## src/dlr_pkg.sv

```systemverilog
package dlr_pkg;

  // ****************************************************************
  // Register offsets on the device register port
  // ****************************************************************
  localparam logic [7:0] DLR_OFS_EQ_TEST = 8'h35;      // Equalizer test control
  localparam logic [7:0] DLR_OFS_STRAP = 8'h37;        // Strap decode status
  localparam logic [7:0] DLR_OFS_DIVSEL = 8'h3a;       // Audio clock divider select
  localparam logic [7:0] DLR_OFS_EQUALIZER_STATUS = 8'h3b; // Equalizer status
  localparam logic [7:0] DLR_OFS_LINK_ERR = 8'h41;     // Link error threshold
  localparam logic [7:0] DLR_OFS_DUAL_RX = 8'h34;      // Port select register
  localparam logic [7:0] DLR_OFS_EQ_BYPASS = 8'h44;    // Manual equalizer bypass

  // ****************************************************************
  // Field positions
  // ****************************************************************
  localparam int DLR_EQT_FLOOR_OV_BIT = 5;             // Floor override enable
  localparam int DLR_EQT_FLOOR_BIT = 4;                // Floor start
  localparam int DLR_ST1_DONE_BIT = 7;                 // Strap-1 latched flag
  localparam int DLR_ST0_DONE_BIT = 3;                 // Strap-0 latched flag
  localparam int DLR_DIV_POST_OV_BIT = 7;              // Post divider override
  localparam int DLR_DIV_PRE_OV_BIT = 2;               // Pre divider override
  localparam int DLR_LEC_EN_BIT = 4;                   // Error count enable
  localparam int DLR_PORT_SEL_BIT = 1;                 // Second port select
  localparam int DLR_BYP_EN_BIT = 0;                   // Equalizer bypass

  // ****************************************************************
  // Writable masks and reset values
  // ****************************************************************
  localparam logic [7:0] DLR_EQT_MASK = 8'h30;
  localparam logic [7:0] DLR_DIVSEL_MASK = 8'hf7;
  localparam logic [7:0] DLR_LINK_ERR_MASK = 8'h1f;
  localparam logic [7:0] DLR_DUAL_RX_MASK = 8'h02;
  localparam logic [7:0] DLR_EQ_BYPASS_MASK = 8'hef;
  localparam logic [7:0] DLR_RST_ZERO = 8'h00;
  localparam logic [7:0] DLR_RST_LINK_ERR = 8'h03;
  localparam logic [7:0] DLR_RST_EQ_BYPASS = 8'h60;
  localparam logic [3:0] DLR_THRESH_ONE = 4'h1;        // Threshold when counting is off

  // ****************************************************************
  // Types
  // ****************************************************************
  // One receive port's error event inputs
  typedef struct packed {
    logic clk0_err;
    logic clk1_err;
    logic ctl_err;
  } dlr_link_err_t;

  // Error counter states
  typedef enum logic [1:0] {
    DLR_LS_LOCKED = 2'b00,
    DLR_LS_COUNT = 2'b01,
    DLR_LS_DROP = 2'b11
  } dlr_lock_state_t;

endpackage

```

## src/dlr_err_counter.sv

```systemverilog
`timescale 1ns/1ps
`default_nettype none

module dlr_err_counter
  import dlr_pkg::*;
(
  // Clock and reset
  input wire logic core_clk_i,
  input wire logic rst_b_i,
  // Control
  input wire logic count_en_i,
  input wire logic [3:0] threshold_i,
  input wire logic relock_i,
  input wire dlr_link_err_t err_i,
  // Status
  output logic lock_drop_o,
  output logic [3:0] err_count_o
);

  // ****************************************************************
  // Error counter, one per receive port
  // ****************************************************************
  dlr_lock_state_t state_r;
  logic [3:0] count_r;
  logic any_err;
  logic [3:0] limit;
  logic [3:0] count_nxt;

  // Any of the three monitored streams
  assign any_err = |err_i;
  // Disabled counting means a single error drops lock
  assign limit = count_en_i ? threshold_i : DLR_THRESH_ONE;
  assign count_nxt = (count_r == 4'hf) ? count_r : count_r + 4'h1;

  // Count errors and drop lock at the limit
  always_ff @(posedge core_clk_i or negedge rst_b_i) begin
    if (!rst_b_i) begin
      state_r <= DLR_LS_LOCKED;
      count_r <= 4'h0;
    end else begin
      case (state_r)
        DLR_LS_LOCKED,
        DLR_LS_COUNT: begin
          if (any_err) begin
            count_r <= count_nxt;
            // Zero threshold treated as one, so lock is never dropped idle
            if (count_nxt >= limit) begin
              state_r <= DLR_LS_DROP;
            end else begin
              state_r <= DLR_LS_COUNT;
            end
          end
        end
        DLR_LS_DROP: begin
          // Held until the link relocks
          if (relock_i) begin
            state_r <= DLR_LS_LOCKED;
            count_r <= 4'h0;
          end
        end
        default: begin
          state_r <= DLR_LS_LOCKED;
          count_r <= 4'h0;
        end
      endcase
    end
  end

  assign lock_drop_o = (state_r == DLR_LS_DROP);
  assign err_count_o = count_r;
endmodule // dlr_err_counter

`default_nettype wire

```

## src/dlr_link_eq_regs.sv

```systemverilog
`timescale 1ns/1ps
`default_nettype none

// Notes on behaviour
// - Floor start begins adaptation from preset floor
// - Strap-1 latched flag reads 1 after latch
// - Strap-1 code in bits 6-4, read-only
// - Strap-0 latched flag reads 1 after latch
// - Strap-0 code in bits 2-0, read-only
// - Post divider override selects software divider
// - Post divider code gives 32..1 division
// - Pre divider override replaces state machine ratio
// - Pre divider code divides by 1,2,4,8
// - Bypass returns manual stage two, one settings
// - Adaptive mode reports adaptive equalizer setting
// - Second port select reads second port status
// - Error count enable turns counting on
// - Drop lock when count reaches threshold
// - Counting disabled drops lock on first error
// - Port select steers per-port register accesses
// - Floor start needs floor override enable

module dlr_link_eq_regs
  import dlr_pkg::*;
(
  // Clock and reset
  input wire logic core_clk_i,
  input wire logic rst_b_i,
  // Register port
  input wire logic reg_wr_i,
  input wire logic reg_rd_i,
  input wire logic [7:0] reg_addr_i,
  input wire logic [7:0] reg_wdata_i,
  output logic [7:0] reg_rdata_o,
  // Strap pins and decoder
  input wire logic [2:0] strap0_level_i,
  input wire logic [2:0] strap1_level_i,
  input wire logic strap_sample_i,
  // Adaptive equalizer
  input wire logic [5:0] auto_eq_setting0_i,
  input wire logic [5:0] auto_eq_setting1_i,
  output logic [5:0] eq_analog0_o,
  output logic [5:0] eq_analog1_o,
  output logic [1:0] eq_floor_start_o,
  // Audio clock dividers
  input wire logic [1:0] pll_state_machine_div_i,
  output logic [5:0] post_div_ratio_o,
  output logic [3:0] pre_div_ratio_o,
  // Link integrity
  input wire dlr_link_err_t link_err0_i,
  input wire dlr_link_err_t link_err1_i,
  input wire logic [1:0] relock_i,
  output logic [1:0] lock_drop_o
);

  // ****************************************************************
  // Functions
  // ****************************************************************
  // Post divider code to ratio
  function automatic logic [5:0] post_div(input logic [2:0] code);
    case (code)
      3'b000: post_div = 6'd32;
      3'b001: post_div = 6'd16;
      3'b010: post_div = 6'd8;
      3'b011: post_div = 6'd4;
      3'b100,
      3'b101: post_div = 6'd2;
      default: post_div = 6'd1;
    endcase
  endfunction

  // Pre divider code to ratio
  function automatic logic [3:0] pre_div(input logic [1:0] code);
    pre_div = 4'h1 << code;
  endfunction

  // Equalizer value seen by the analog stage
  function automatic logic [5:0] eq_pick(input logic [7:0] byp, input logic [5:0] auto_v);
    if (byp[DLR_BYP_EN_BIT]) begin
      eq_pick = {byp[3:1], byp[7:5]};
    end else begin
      eq_pick = auto_v;
    end
  endfunction

  // ****************************************************************
  // Strap synchronisers
  // ****************************************************************
  logic [5:0] strap_meta_r;
  logic [5:0] strap_sync_r;
  logic [1:0] samp_meta_r;
  logic [1:0] samp_sync_r;

  // Pins arrive asynchronously; two flops for the levels and four for the sample before use
  always_ff @(posedge core_clk_i or negedge rst_b_i) begin
    if (!rst_b_i) begin
      strap_meta_r <= 6'h00;
      strap_sync_r <= 6'h00;
      samp_meta_r <= 2'b00;
      samp_sync_r <= 2'b00;
    end else begin
      strap_meta_r <= {strap1_level_i, strap0_level_i};
      strap_sync_r <= strap_meta_r;
      samp_meta_r <= {samp_meta_r[0], strap_sample_i};
      samp_sync_r <= {samp_sync_r[0], samp_meta_r[1]};
    end
  end

  // ****************************************************************
  // Strap latch
  // ****************************************************************
  logic [2:0] strap0_code_r;
  logic [2:0] strap1_code_r;
  logic strap0_decode_latched_r;
  logic strap1_decode_latched_r;
  logic samp_ok;

  assign samp_ok = samp_sync_r[1];

  // Latched once after reset; codes are frozen thereafter
  always_ff @(posedge core_clk_i or negedge rst_b_i) begin
    if (!rst_b_i) begin
      strap0_code_r <= 3'b000;
      strap1_code_r <= 3'b000;
      strap0_decode_latched_r <= 1'b0;
      strap1_decode_latched_r <= 1'b0;
    end else if (samp_ok && !strap0_decode_latched_r) begin
      strap0_code_r <= strap_sync_r[2:0];
      strap1_code_r <= strap_sync_r[5:3];
      strap0_decode_latched_r <= 1'b1;
      strap1_decode_latched_r <= 1'b1;
    end
  end

  // ****************************************************************
  // Writable registers
  // ****************************************************************
  logic [7:0] port_sel_r;
  logic [7:0] eq_test0_r;
  logic [7:0] eq_test1_r;
  logic [7:0] eq_byp0_r;
  logic [7:0] eq_byp1_r;
  logic [7:0] divsel_r;
  logic [7:0] link_err_r;
  logic sel1;

  assign sel1 = port_sel_r[DLR_PORT_SEL_BIT];

  // Shared registers; masks keep reserved bits at zero
  always_ff @(posedge core_clk_i or negedge rst_b_i) begin
    if (!rst_b_i) begin
      port_sel_r <= DLR_RST_ZERO;
      divsel_r <= DLR_RST_ZERO;
      link_err_r <= DLR_RST_LINK_ERR;
    end else if (reg_wr_i) begin
      case (reg_addr_i)
        DLR_OFS_DUAL_RX: port_sel_r <= reg_wdata_i & DLR_DUAL_RX_MASK;
        DLR_OFS_DIVSEL: divsel_r <= reg_wdata_i & DLR_DIVSEL_MASK;
        DLR_OFS_LINK_ERR: link_err_r <= reg_wdata_i & DLR_LINK_ERR_MASK;
        default: begin
        end
      endcase
    end
  end

  // Per-port registers follow the port select
  always_ff @(posedge core_clk_i or negedge rst_b_i) begin
    if (!rst_b_i) begin
      eq_test0_r <= DLR_RST_ZERO;
      eq_test1_r <= DLR_RST_ZERO;
      eq_byp0_r <= DLR_RST_EQ_BYPASS;
      eq_byp1_r <= DLR_RST_EQ_BYPASS;
    end else if (reg_wr_i) begin
      case (reg_addr_i)
        DLR_OFS_EQ_TEST: begin
          if (sel1) begin
            eq_test1_r <= reg_wdata_i & DLR_EQT_MASK;
          end else begin
            eq_test0_r <= reg_wdata_i & DLR_EQT_MASK;
          end
        end
        DLR_OFS_EQ_BYPASS: begin
          if (sel1) begin
            eq_byp1_r <= reg_wdata_i & DLR_EQ_BYPASS_MASK;
          end else begin
            eq_byp0_r <= reg_wdata_i & DLR_EQ_BYPASS_MASK;
          end
        end
        default: begin
        end
      endcase
    end
  end

  // ****************************************************************
  // Equalizer and divider outputs
  // ****************************************************************
  logic [5:0] eq_set0;
  logic [5:0] eq_set1;

  assign eq_set0 = eq_pick(eq_byp0_r, auto_eq_setting0_i);
  assign eq_set1 = eq_pick(eq_byp1_r, auto_eq_setting1_i);

  // Data outputs registered
  always_ff @(posedge core_clk_i or negedge rst_b_i) begin
    if (!rst_b_i) begin
      eq_analog0_o <= 6'h00;
      eq_analog1_o <= 6'h00;
      eq_floor_start_o <= 2'b00;
      post_div_ratio_o <= 6'd0;
      pre_div_ratio_o <= 4'h0;
    end else begin
      eq_analog0_o <= eq_set0;
      eq_analog1_o <= eq_set1;
      // Floor start gated by its override enable
      eq_floor_start_o <= {eq_test1_r[DLR_EQT_FLOOR_BIT] & eq_test1_r[DLR_EQT_FLOOR_OV_BIT],
        eq_test0_r[DLR_EQT_FLOOR_BIT] & eq_test0_r[DLR_EQT_FLOOR_OV_BIT]};
      // Zero ratio means no override; block uses its own default
      post_div_ratio_o <= divsel_r[DLR_DIV_POST_OV_BIT] ? post_div(divsel_r[6:4]) : 6'd0;
      pre_div_ratio_o <= divsel_r[DLR_DIV_PRE_OV_BIT] ? pre_div(divsel_r[1:0])
        : pre_div(pll_state_machine_div_i);
    end
  end

  // ****************************************************************
  // Error counters
  // ****************************************************************
  logic [3:0] thresh;

  assign thresh = link_err_r[3:0];

  dlr_err_counter u_err0 (
    .core_clk_i(core_clk_i),
    .rst_b_i(rst_b_i),
    .count_en_i(link_err_r[DLR_LEC_EN_BIT]),
    .threshold_i(thresh),
    .relock_i(relock_i[0]),
    .err_i(link_err0_i),
    .lock_drop_o(lock_drop_o[0]),
    .err_count_o()
  );

  dlr_err_counter u_err1 (
    .core_clk_i(core_clk_i),
    .rst_b_i(rst_b_i),
    .count_en_i(link_err_r[DLR_LEC_EN_BIT]),
    .threshold_i(thresh),
    .relock_i(relock_i[1]),
    .err_i(link_err1_i),
    .lock_drop_o(lock_drop_o[1]),
    .err_count_o()
  );

  // ****************************************************************
  // Read path
  // ****************************************************************
  logic [7:0] rd_mux;

  // Combinational decode, registered output; unmapped reads zero
  always_comb begin
    case (reg_addr_i)
      DLR_OFS_DUAL_RX: rd_mux = port_sel_r;
      DLR_OFS_EQ_TEST: rd_mux = sel1 ? eq_test1_r : eq_test0_r;
      DLR_OFS_STRAP: rd_mux = {strap1_decode_latched_r, strap1_code_r,
        strap0_decode_latched_r, strap0_code_r};
      DLR_OFS_DIVSEL: rd_mux = divsel_r;
      DLR_OFS_EQUALIZER_STATUS: rd_mux = {2'b00, sel1 ? eq_set1 : eq_set0};
      DLR_OFS_LINK_ERR: rd_mux = link_err_r;
      DLR_OFS_EQ_BYPASS: rd_mux = sel1 ? eq_byp1_r : eq_byp0_r;
      default: rd_mux = 8'h00;
    endcase
  end

  // Read data sampled on the read strobe
  always_ff @(posedge core_clk_i or negedge rst_b_i) begin
    if (!rst_b_i) begin
      reg_rdata_o <= 8'h00;
    end else if (reg_rd_i) begin
      reg_rdata_o <= rd_mux;
    end
  end
endmodule // dlr_link_eq_regs

`default_nettype wire

```

## config.mk

```make
export PLATFORM = sky130hd
export DESIGN_NAME = dlr_link_eq_regs
export DESIGN_NICKNAME = d
export VERILOG_FILES = /design/src/dlr_pkg.sv /design/src/dlr_err_counter.sv /design/src/dlr_link_eq_regs.sv
export SDC_FILE = /design/constraint.sdc
export NUM_CORES = 1
export LEC_CHECK = 0
export ABC_AREA = 0
export ABC_CLOCK_PERIOD_IN_PS = 2700
export BUFFER_PORTS_ARGS = -buffer_cell sky130_fd_sc_hd__buf_2
export CAP_MARGIN = 20
export CORE_MARGIN = 2
export CORE_UTILIZATION = 30
export DETAILED_ROUTE_END_ITERATION = 10
export GPL_TIMING_DRIVEN = 0
export PLACE_DENSITY = 0.54
export RECOVER_POWER = 25
export SLEW_MARGIN = 0
export SYNTH_ARGS = -nofsm -noshare
export SYNTH_HDL_FRONTEND = slang
export SYNTH_SLANG_ARGS = --single-unit
```

## constraint.sdc

```tcl
create_clock -name core_clk_i -period 2.7 [get_ports core_clk_i]
set_input_delay 0 -clock core_clk_i [delete_from_list [all_inputs] [get_ports core_clk_i]]
set_output_delay 0 -clock core_clk_i [all_outputs]
set_load 0.05 [all_outputs]
```

==> summary by stage, run 1 <==
Setup path
STA classifies the critical path startpoint as a register. Along the worst path, the maximum fanout reaches 5. Data on the critical path is required at its endpoint by 2.93 ns. The delay of the slowest cell on the worst path is 0.44 ns.

Walking the worst path, the cells encountered are ha_1 -> nand3_1 -> mux2_2 -> ha_1 -> a21o_1 -> a21o_1 -> a21oi_1 -> o22ai_1. STA classifies the critical path endpoint as a register. Data arrives at the worst endpoint at 2.55 ns. The classification of the worst setup path is register to register. The cell with the largest stage delay on the worst path is dfrtp_1.

Placed design
In this run the cell area measured after placement is 5039 um^2. At the end of routability-driven placement, the weighted congestion stood at 0.7659. The detailed placement HPWL is 7.805 mm.

The placed cell count is 620. The setup slack after placement is 0.3890 ns. Buffers placed on the I/O ports in this run total 80.

Global routing
The overall track demand over capacity in global routing is 14.72%. The remaining global-route overflow is 0. The maximum number of pins on one net before global-route repair is 58. The number of antenna violations at the first check in global routing is 0. The first global-routing pass estimated 17.66 mm of wire. The via count of the first global-routing pass came to 3,352.

Final layout
For this run, the share of the core covered by cells in the final layout is 39.45%. The layout-stage area growth over the synthesis result is 29.47%. The layout net count is 541. The count of antenna diodes in the layout is 0. The post-route netlist has 34.91% of its cells at a drive strength greater than 1. The count of cells in the finished layout, fillers not included, comes to 671. The final design instance area without fill is 5668 um^2.

Floorplan
The die footprint is 15,580 um^2. From bottom edge to top edge, the die measures 124.8 um. The die span in x is 124.8 um. In this run the count of I/O pins placed on the die edge is 83. The effective utilization at floorplan is 30.47%.

The core area is 14,370 um^2. The number of rows in the core area is 44.

Clock network
The TritonCTS sink count is 98. The TritonCTS clock tree is built. In this run the number of H-tree levels came out at 3. The clock-pin slew on the worst setup and hold paths is 0.06 ns. The clock buffer count from CTS is 9. The clock latency of the later-clocked register in the worst-skew pair is 0.35 ns. CTS placed an instance of clkbuf_16 at the clock tree root.

The number of buffers on the longest clock path is 2. The number of buffers inserted by post-CTS setup repair is 0.

Outcome
The run finished with clean final reports.

Detailed routing
The via total after detailed routing is 3,158. The average routed wire per standard cell is 16.17 um. In the routed layout, each cell is associated on average with a via count of 4.706. The pre-antenna-repair detailed-routing pass consisted of 4 iterations. For this run, design rule violations remaining after detail routing come to 0. The initial DRC count is 114. The detailed-route wire length is 10.85 mm. The detail route stage leaves a number of antenna-violating nets equal to 0.

Yosys
The summed instance area of the synthesized netlist is 4378 um^2. The synthesized area per cell is 12.33 um^2. The share of synthesized area occupied by flip-flops and latches is 56.19%. The synthesized design contains 0 enable-type register cells.

The synthesized design devotes to its leading area cell type 52.59% of total area. The most common cell in the synthesized netlist is dfrtp_1. The net count after synthesis is 414. The number of different library cells used by synthesis comes to 50. The dominant register cell in the synthesized netlist is dfrtp_1.

The synthesized design contains 98 register bits. By count the netlist is led by dfrtp_1, mux2_2, nor2_1. The fraction of registers with async set or reset after synthesis is 100.0%.

The Yosys step of the flow raised 0 warnings. The gate count of the mapped netlist is 355. The top cell type by total area after synthesis is dfrtp_1. Ranked by total cell area, the synthesized netlist is headed by dfrtp_1, mux2_2, dfstp_2.

STA
The post-route clock period utilization is 86.17%. The transition at the pin with the smallest max-transition slack is 1.132 ns. The worst relative slew slack is 24.52%. The max-slew violation count is 0. Setup repair after global routing left no endpoint under its margin. On the final layout, the worst hold slack is 0.01123 ns.

The count of endpoints failing hold in the final timing report was 0. The final-layout setup total negative slack is 0 ns. Setup violations remaining at the end of the flow were counted as 0. Across the routed clock network, the largest skew measured is 0.009983 ns. The post-layout worst setup margin is 0.3734 ns. After layout, the minimum clock period comes to 2.327 ns.

The maximum achievable frequency is 429.8 MHz.

Worst hold path
In this run the worst hold path is classified as input pin to register.

Power and ir drop
In this run, flip-flops and latches consume 44.9% of the power. The cell-internal power is 2.697 mW. The largest vdd supply drop is 300.1 uV. The portion of total power attributed to the clock network is 32.7%. The leakage power of the design is 2.615 nW.

Combinational logic is responsible for 22.5% of the overall power. The net switching power is 1.133 mW. The completed layout was analyzed and its total power is 3.829 mW. Power spread over the standard cell area amounts to 675.6 nW/um^2. The switching fraction of total power is 29.58%.

Job
Across the run, the number of max-cap violations was 0.
metal layers:
| layer | GRT usage (%) | vias to the layer above | part of all wire (%) |
|---|---|---|---|
| met5 | 0 | - | 0 |
| met1 | 19.10 | 1532 | 45 |
| met2 | 23.43 | 84 | 47 |
| li1 | - | 1526 | - |
| met3 | 3.952 | 16 | 5.1 |
| met4 | 5.816 | 0 | 2.2 |
cell families after synthesis:
group           count (synthesis)  share of synthesized area [%]
flops                          98                          56.19
simple gates                  103                          13.20
mux                            67                          16.83
compound gates                 53                          8.260
buf+inv                        22                          2.257
fa+ha+maj                      10                          2.858
xor+xnor                        2                         0.4002
timing repair:
action                                 CTS  global route
setup endpoints to repair                0             0
gates resized for setup                  0             0
endpoints found under the hold margin   96             0
hold buffers                            35             0
cell type report:
type / count / area (um^2)
Clock inverter: 4 / 45.04
Tap cell: 184 / 230.2
Buffer: 14 / 68.82
Sequential cell: 98 / 2460
Inverter: 8 / 30.03
Multi-Input combinational cell: 235 / 1819
Fill cell: 1414 / 8701
Timing Repair Buffer: 116 / 778.2
Clock buffer: 12 / 236.5
path summary, 6_finish.rpt:
check	to	slack, ns	startpoint	cells past startpoint
max in group asynchronous	eq_byp1_r[6]$_DFFE_PN1P_	1.41	rst_b_i	3
worst min register to register	strap_sync_r[0]$_DFF_PN0_	0.34	strap_meta_r[0]$_DFF_PN0_	0
worst max register to register	u_err0.state_r[1]$_DFFE_PN0P_	0.37	u_err0.err_count_o[0]$_DFFE_PN0P_	8
worst max-delay path	u_err0.state_r[1]$_DFFE_PN0P_	0.37	u_err0.err_count_o[0]$_DFFE_PN0P_	8
worst min-delay path	u_err0.state_r[0]$_DFFE_PN0P_	0.01	link_err0_i[2]	4
min in group asynchronous	strap_meta_r[1]$_DFF_PN0_	0.41	rst_b_i	2
registers in the layout, indices dropped and copies added (netlist names), 5 cells and up:
signal            cells
eq_byp1_r             7
eq_byp0_r             7
strap_sync_r          6
eq_analog1_o          6
divsel_r              7
post_div_ratio_o      6
eq_analog0_o          6
link_err_r            5
strap_meta_r          6
reg_rdata_o           8
power groups by stage:
stage	clock network, mW	registers [mW]	logic (mW)
global route	1.35	1.74	0.974
CTS	1.29	1.72	0.873
floorplan	0	1.79	0.526
global placement	0	1.74	0.797
detailed placement	0	1.74	0.829
finish	1.25	1.72	0.860
cells in the final DEF, fill, tap and decap left out, drive strengths merged, types with 2 or more instances in the layout:
cell type | netlist | routed
a221oi | 6 | 6
ha | 10 | 10
a22o | 5 | 5
o22ai | 3 | 3
clkbuf | 4 | 17
and3 | 5 | 5
a31oi | 4 | 4
nand2b | 8 | 8
o41ai | 2 | 2
dfstp | 6 | 6
or4 | 2 | 2
nand3 | 8 | 8
clkinv | 0 | 3
a21boi | 2 | 2
nor3 | 4 | 4
mux2i | 14 | 14
inv | 8 | 8
dlygate4sd3 | 0 | 35
nor2b | 6 | 6
and2 | 3 | 3
buf | 10 | 90
dfrtp | 92 | 92
a21oi | 11 | 11
nor2 | 29 | 29
nand2 | 26 | 26
nor4b | 5 | 5
o21ai | 10 | 10
mux2 | 53 | 53
a21o | 4 | 4
critical path, delay by kind of cell (launching register included):
family	cells	cell delay, ns
AO/OA/AOI/OAI	4	0.61
adder cells (fa/ha/maj)	2	0.57
flip-flops	1	0.44
multiplexers	1	0.39
AND/OR/NAND/NOR	1	0.19
(Power assumes the default switching activity.)
==> inputs of run 2 (changes only) <==
- CORE_UTILIZATION: 30 -> 55
- PLACE_DENSITY: 0.54 -> 0.85
==> summary by stage, run 2 (synthesized netlist as in run 1, its figures left out) <==
Outcome
The flow ran to the end, and the final reports show no timing, DRC or antenna violations.

Placed design
The detailed placement HPWL was 6.806 mm (-13%). The count of input and output buffers is 80 (unchanged). The setup slack after placement was 0.4257 ns (+0.03673 ns). The weighted congestion at the end of routability-driven global placement came to 0.8420 (+9.9%).

Floorplan
The effective utilization at floorplan is 56.65% (+26 points). The die span in x came to 93.22 um (-25%). The vertical die dimension was 93.22 um (-25%).

The count of pins on the block boundary is 83 (unchanged). The core area is 7727 um^2 (-46%). The number of rows in the core area is 32 (-27%).

The die footprint was 8690 um^2 (-44%).

Setup path
The reg-to-reg setup timing slack is 0.37 ns (about the same). Walking the worst path, the cells encountered are ha_1 -> and3_1 -> mux2_2 -> ha_1 -> a21o_1 -> a21o_1 -> a21oi_1 -> o22ai_1. The critical register-to-register path startpoint is u_err1.err_count_o[0]$_DFFE_PN0P_. The classification of the worst setup path is register to register. For this design, the slowest cell found on the critical path is dfrtp_1. The number of cells on the worst reg-to-reg path came to 8 (unchanged). The count of buffering cells on the critical path with inverters included is 0 (unchanged).

STA classifies the critical path startpoint as a register. The required time of the critical path was 2.97 ns (+0.04 ns). The worst endpoint data arrival time is 2.60 ns (+0.05 ns).

The critical-path maximum fanout is 6 (+1). The critical path's top delay family is compound AO/OA/AOI/OAI gates. The nature of the critical path endpoint is a register. The endpoint of the most critical register-to-register path is u_err1.state_r[1]$_DFFE_PN0P_. The delay of the slowest cell on the worst path came to 0.48 ns (+0.04 ns).

Worst hold path
The worst hold path belongs to the class input pin to register. The end point of the most critical hold path is port_sel_r[1]$_DFFE_PN0P_. The startpoint identified for the worst hold timing path is reg_wr_i.

The hold-critical path depth was 3 (-1).

Clock network
The TritonCTS sink count is 98 (unchanged). The clock latency of the later-clocked register in the worst-skew pair is 0.38 ns (+0.03 ns). The H-tree depth reported by CTS is 3 (unchanged). The number of gates resized after cts is 0 (unchanged). CTS placed an instance of clkbuf_8 at the clock tree root. TritonCTS built the clock tree. The clock-pin slew on the worst setup and hold paths is 0.10 ns (+0.04 ns).

The clock buffer count from CTS is 9 (unchanged). The number of buffers on the longest clock path came to 2 (unchanged).

Job
The max-capacitance violation count is 0 (unchanged).

Detailed routing
The detailed-routing iteration count for the pre-antenna-repair pass was 4 (unchanged). The average routed wire per standard cell is 17.19 um (+6.3%). The via total after detailed routing is 3,383 (+7.1%). The detailed-route wire length is 10.19 mm (-6.0%). The via count normalized by instance count was 5.705 (+21%).

The initial DRC count is 214 (+88%). The count of nets left with antenna violations after detail routing is 0 (unchanged). The count of unresolved DRC violations after routing is 0 (unchanged).

Global routing
The remaining global-route overflow is 0 (unchanged). The via count of the first global-routing pass came to 3,491 (+4.1%). The overall track demand over capacity in global routing was 25.03% (+10 points). The number of antenna violations at the first check in global routing is 0 (unchanged).

The maximum number of pins on one net before global-route repair is 51 (-12%). The global-route wire length before repair is 16.53 mm (-6.4%).

STA
The final-layout setup total negative slack is 0 ns (unchanged). The worst relative slew slack was 18.90% (-5.6 points). The clock tree skew after final layout is 0.01164 ns (+0.001657 ns).

The max-slew violation count is 0 (unchanged). The worst hold margin came to 0.04055 ns (+0.02932 ns). The post-layout worst setup margin is 0.3679 ns (-0.005489 ns). The number of endpoints failing setup at the final stage was 0 (unchanged). The count of endpoints failing hold in the final timing report is 0 (unchanged). The transition at the pin with the smallest max-transition slack is 1.216 ns (+0.08419 ns). The post-route clock period utilization is 86.37% (+0.20 points). The maximum achievable frequency is 428.8 MHz (-0.24%). The post-layout minimum cycle time came to 2.332 ns (+0.005489 ns).

Setup repair after global routing left no endpoint under its margin.

Final layout
Relative to the synthesized area, the layout overhead comes to 26.01%. In the layout the commonest cells are dfrtp_1, buf_2, mux2_2. The flip-flop count of the largest register, all copies and words added is 8 (unchanged).

The top register by number of flip-flops is reg_rdata_o. The count of antenna diodes in the layout is 0 (unchanged). The ratio of cells with drive above 1 in the final layout came to 35.23% (+0.33 points). The layout net count came to 545 (+0.74%).

Leaving out fill and tap cells, the most frequent cell in the layout is dfrtp_1.

Power and ir drop
The largest vdd supply drop came to 325.4 uV (+8.4%). The leakage power of the design is 2.585 nW (-1.2%). The power per cell area is 635.7 nW/um^2 (-5.9%).
[run 2: cell types whose count changed in the layout (fill, tap and decap cells not counted), sizes merged]
| cell | previous run | this run |
|---|---|---|
| dlygate4sd3 | 35 | 39 |
| inv | 8 | 12 |
| clkbuf | 17 | 14 |
| bufinv | 1 | 0 |
| clkinv | 3 | 2 |
| clkinvlp | 0 | 1 |
[run 2: layout make-up]
cell class                      count  area (um^2)
Tap cell                          102        127.6
Fill cell                         557         2211
Inverter                            8        30.03
Clock buffer                        9        123.9
Timing Repair Buffer              120        818.3
Buffer                             14        68.82
Sequential cell                    98         2460
Clock inverter                      7        68.82
Multi-Input combinational cell    235         1819
[run 2: report_power, final]
group / leakage [nW] / total [mW] / internal (mW) / switching (mW)
Clock: 0.0968 / 0.927 / 0.360 / 0.566
Combinational: 1.25 / 0.864 / 0.384 / 0.480
Sequential: 1.23 / 1.72 / 1.60 / 0.115
[run 2: routing by layer]
metal  vias up  track usage [%]  share of wire, %
met4         0            10.91               2.9
met1      1670            31.18                41
met2       144            41.37                50
met3        30            6.446               6.5
li1       1539                -                 -
met5         -                0                 0
[run 2: worst register-to-register path: stages, from the launching register on]
cell and delay [ns]:
dfrtp_1 0.48, ha_1 0.25, and3_1 0.26, mux2_2 0.37, ha_1 0.29, a21o_1 0.16, a21o_1 0.17, a21oi_1 0.17
o22ai_1 0.09
[run 2: worst max path at each step]
stage,startpoint,to,slack [ns],cells past startpoint
floorplan,u_err1.err_count_o[0]$_DFFE_PN0P_,u_err1.state_r[1]$_DFFE_PN0P_,0.60,8
global placement,u_err1.err_count_o[0]$_DFFE_PN0P_,u_err1.state_r[1]$_DFFE_PN0P_,0.47,8
detailed placement,u_err1.err_count_o[0]$_DFFE_PN0P_,u_err1.state_r[1]$_DFFE_PN0P_,0.43,8
CTS,u_err1.err_count_o[0]$_DFFE_PN0P_,u_err1.state_r[1]$_DFFE_PN0P_,0.40,8
global route,u_err1.err_count_o[0]$_DFFE_PN0P_,u_err1.state_r[1]$_DFFE_PN0P_,0.28,8
finish,u_err1.err_count_o[0]$_DFFE_PN0P_,u_err1.state_r[1]$_DFFE_PN0P_,0.37,8
[run 2: repair_timing]
item | in CTS | in global routing
hold buffers | 39 | 0
endpoints found under the setup margin | 0 | 0
endpoints found under the hold margin | 106 | 0
buffers inserted | 0 | 0
[run 2: stage by stage]
stage	instances	utilization, %	total power, mW	area (um^2)
global route	593	71.39	3.694	5517
detailed placement	538	63.88	2.557	4936
finish	593	71.39	3.507	5517
CTS	593	71.42	3.511	5519
floorplan	355	-	2.313	4378
global placement	537	63.49	2.507	4906
==> inputs of run 3 (changes only) <==
- CORE_UTILIZATION: 55 -> 46
- PLACE_DENSITY: 0.85 -> 0.74
- SETUP_SLACK_MARGIN: unset -> 0.3
==> summary by stage, run 3 (synthesized netlist as in run 1, its figures left out) <==
Setup path
The critical-path maximum fanout was 6 (unchanged). The worst endpoint data arrival time came to 2.55 ns (-0.05 ns). STA classifies the critical path startpoint as a register. The classification of the worst setup path is register to register. The required time of the critical path is 2.96 ns (about the same). The worst setup path is captured at a register.

Placed design
The count of input and output buffers is 80 (unchanged). The weighted congestion at the end of routability-driven global placement is 0.8704 (+3.4%). The detailed placement HPWL came to 7.058 mm (+3.7%). The cell area after placement came to 4970 um^2 (+0.68%).

Clock network
The clock-pin slew on the worst setup and hold paths was 0.11 ns (about the same). The TritonCTS clock tree is built. The TritonCTS sink count came to 98 (unchanged).

The number of buffers on the longest clock path is 2 (unchanged). The clock latency of the later-clocked register in the worst-skew pair came to 0.37 ns (about the same). The H-tree depth reported by CTS is 3 (unchanged). The number of buffers inserted by post-CTS setup repair is 0 (unchanged). The cell sitting at the root of the clock tree is a clkbuf_8. The clock buffer count from CTS came to 9 (unchanged).

Final layout
The sequential cell area is 2461 um^2 (about the same). The fill cell instance count of the final layout is 761 (+37%). The ratio of cells with drive above 1 in the final layout was 35.79% (+0.55 points). The most common library cell in the layout ignoring fill and taps is dfrtp_1.

The top register by number of flip-flops is reg_rdata_o. The library cells used most frequently in the layout, excluding fill and tap cells, are dfrtp_1, buf_2, mux2_2. The layout net count is 543 (-0.37%). The final design instance area without fill is 5563 um^2 (+0.84%). Compared with the post-synthesis result, the final layout area differs by 27.06%. The flip-flop count of the largest register, all copies and words added is 8 (unchanged).

The area taken by multi-input logic gates is 1824 um^2 (+0.28%). The count of antenna diodes in the layout was 0 (unchanged).

Detailed routing
The via count normalized by instance count is 5.320 (-6.7%). The detailed-routing iteration count for the pre-antenna-repair pass is 4 (unchanged). The via total after detailed routing came to 3,288 (-2.8%). The average routed wire per standard cell is 16.33 um (-5.0%). The count of unresolved DRC violations after routing is 0 (unchanged). The detailed-route wire length is 10.09 mm (-0.98%). The initial DRC count is 296 (+38%). The count of nets left with antenna violations after detail routing is 0 (unchanged).

Global routing
The overall track demand over capacity in global routing was 20.82% (-4.2 points). The via count of the first global-routing pass was 3,330 (-4.6%). The global-route wire length before repair is 16.46 mm (-0.38%). The remaining global-route overflow is 0 (unchanged).

The number of antenna violations at the first check in global routing was 0 (unchanged). The maximum number of pins on one net before global-route repair is 62 (+22%).

STA
The max-slew violation count is 0 (unchanged). The post-layout minimum cycle time is 2.285 ns (-0.04737 ns). The final-layout setup total negative slack came to 0 ns (unchanged). The maximum achievable frequency is 437.7 MHz (+2.1%).

Setup repair after global routing could not meet its margin everywhere. The clock tree skew after final layout is 0.008407 ns (-0.003233 ns). The post-route clock period utilization was 84.62% (-1.8 points). The transition at the pin with the smallest max-transition slack is 0.5634 ns (-0.6531 ns). The worst relative slew slack is 62.19% (+43 points).

The count of endpoints failing hold in the final timing report is 0 (unchanged). The number of endpoints failing setup at the final stage was 0 (unchanged).

Floorplan
The core area is 9240 um^2 (+20%). The vertical die dimension was 101.6 um (+8.9%). The die span in x came to 101.6 um (+8.9%). The count of pins on the block boundary was 83 (unchanged). The die footprint is 10,310 um^2 (+19%). The number of rows in the core area is 35 (+9.4%). The effective utilization at floorplan is 47.38% (-9.3 points).

Power and ir drop
The power per cell area is 647.6 nW/um^2 (+1.9%). The leakage power of the design came to 2.588 nW (+0.15%). The largest vdd supply drop came to 440.0 uV (+35%).

Job
The max-capacitance violation count is 0 (unchanged).

Outcome
The flow ran to the end, and the final reports show no timing, DRC or antenna violations.

Worst hold path
The path class of the tightest hold or removal check is input pin to register.
-- run 3: what timing repair did --
item                                    4_1_cts  5_1_grt
endpoints found under the hold margin        95        0
gates resized for setup                       0        2
endpoints found under the setup margin        0        2
hold buffers                                 37        0
-- run 3: critical path, cell delays in order (launching register included) --
cell and delay, ns:
dfrtp_2 0.43, ha_1 0.22, and3_1 0.26, mux2_2 0.37, ha_1 0.30, a21o_1 0.16, a21o_1 0.17, a21oi_1 0.18
o22ai_1 0.09
-- run 3: stage by stage --
stage / utilization [%] / hold slack (ns) / setup WS [ns] / cells / power [mW]
global placement: 53.46 / 0.1087 / 0.4587 / 564 / 2.516
CTS: 60.14 / 0.01417 / 0.3672 / 618 / 3.630
finish: 60.20 / 0.02549 / 0.4153 / 618 / 3.603
global route: 60.20 / 0.03982 / 0.2820 / 618 / 3.819
detailed placement: 53.78 / 0.01559 / 0.3823 / 565 / 2.567
floorplan: - / -0.2956 / 0.6002 / 355 / 2.313
-- run 3: report_power, final --
group	switching (mW)	internal, mW
Sequential	0.114	1.60
Clock	0.558	0.454
Combinational	0.487	0.387
Total	1.16	2.44
-- run 3: routing by layer --
metal / global-route usage [%] / routed length, um / up-vias
met4: 5.301 / 146 / 0
li1: - / - / 1534
met5: 0 / 0 / -
met3: 4.141 / 501 / 14
met2: 34.87 / 5096 / 107
met1: 27.91 / 4349 / 1633
-- run 3: final timing paths --
check	startpoint	endpoint	slack, ns	cells past startpoint
setup reg to reg	u_err1.err_count_o[0]$_DFFE_PN0P_	u_err1.state_r[1]$_DFFE_PN0P_	0.42	8
hold / removal	reg_rd_i	reg_rdata_o[0]$_DFFE_PN0P_	0.03	3
min in group asynchronous	rst_b_i	samp_meta_r[0]$_DFF_PN0_	0.13	2
max in group asynchronous	rst_b_i	eq_byp0_r[5]$_DFFE_PN1P_	1.86	3
setup / recovery	u_err1.err_count_o[0]$_DFFE_PN0P_	u_err1.state_r[1]$_DFFE_PN0P_	0.42	8
hold reg to reg	strap_meta_r[2]$_DFF_PN0_	strap_sync_r[2]$_DFF_PN0_	0.36	0
-- run 3: layout make-up --
class / count / share of cell area (%)
Buffer: 14 / 1.237
Inverter: 8 / 0.5398
Tap cell: 129 / 2.901
Sequential cell: 98 / 44.24
Clock inverter: 7 / 1.664
Timing Repair Buffer: 118 / 14.39
Multi-Input combinational cell: 235 / 32.79
Clock buffer: 9 / 2.227
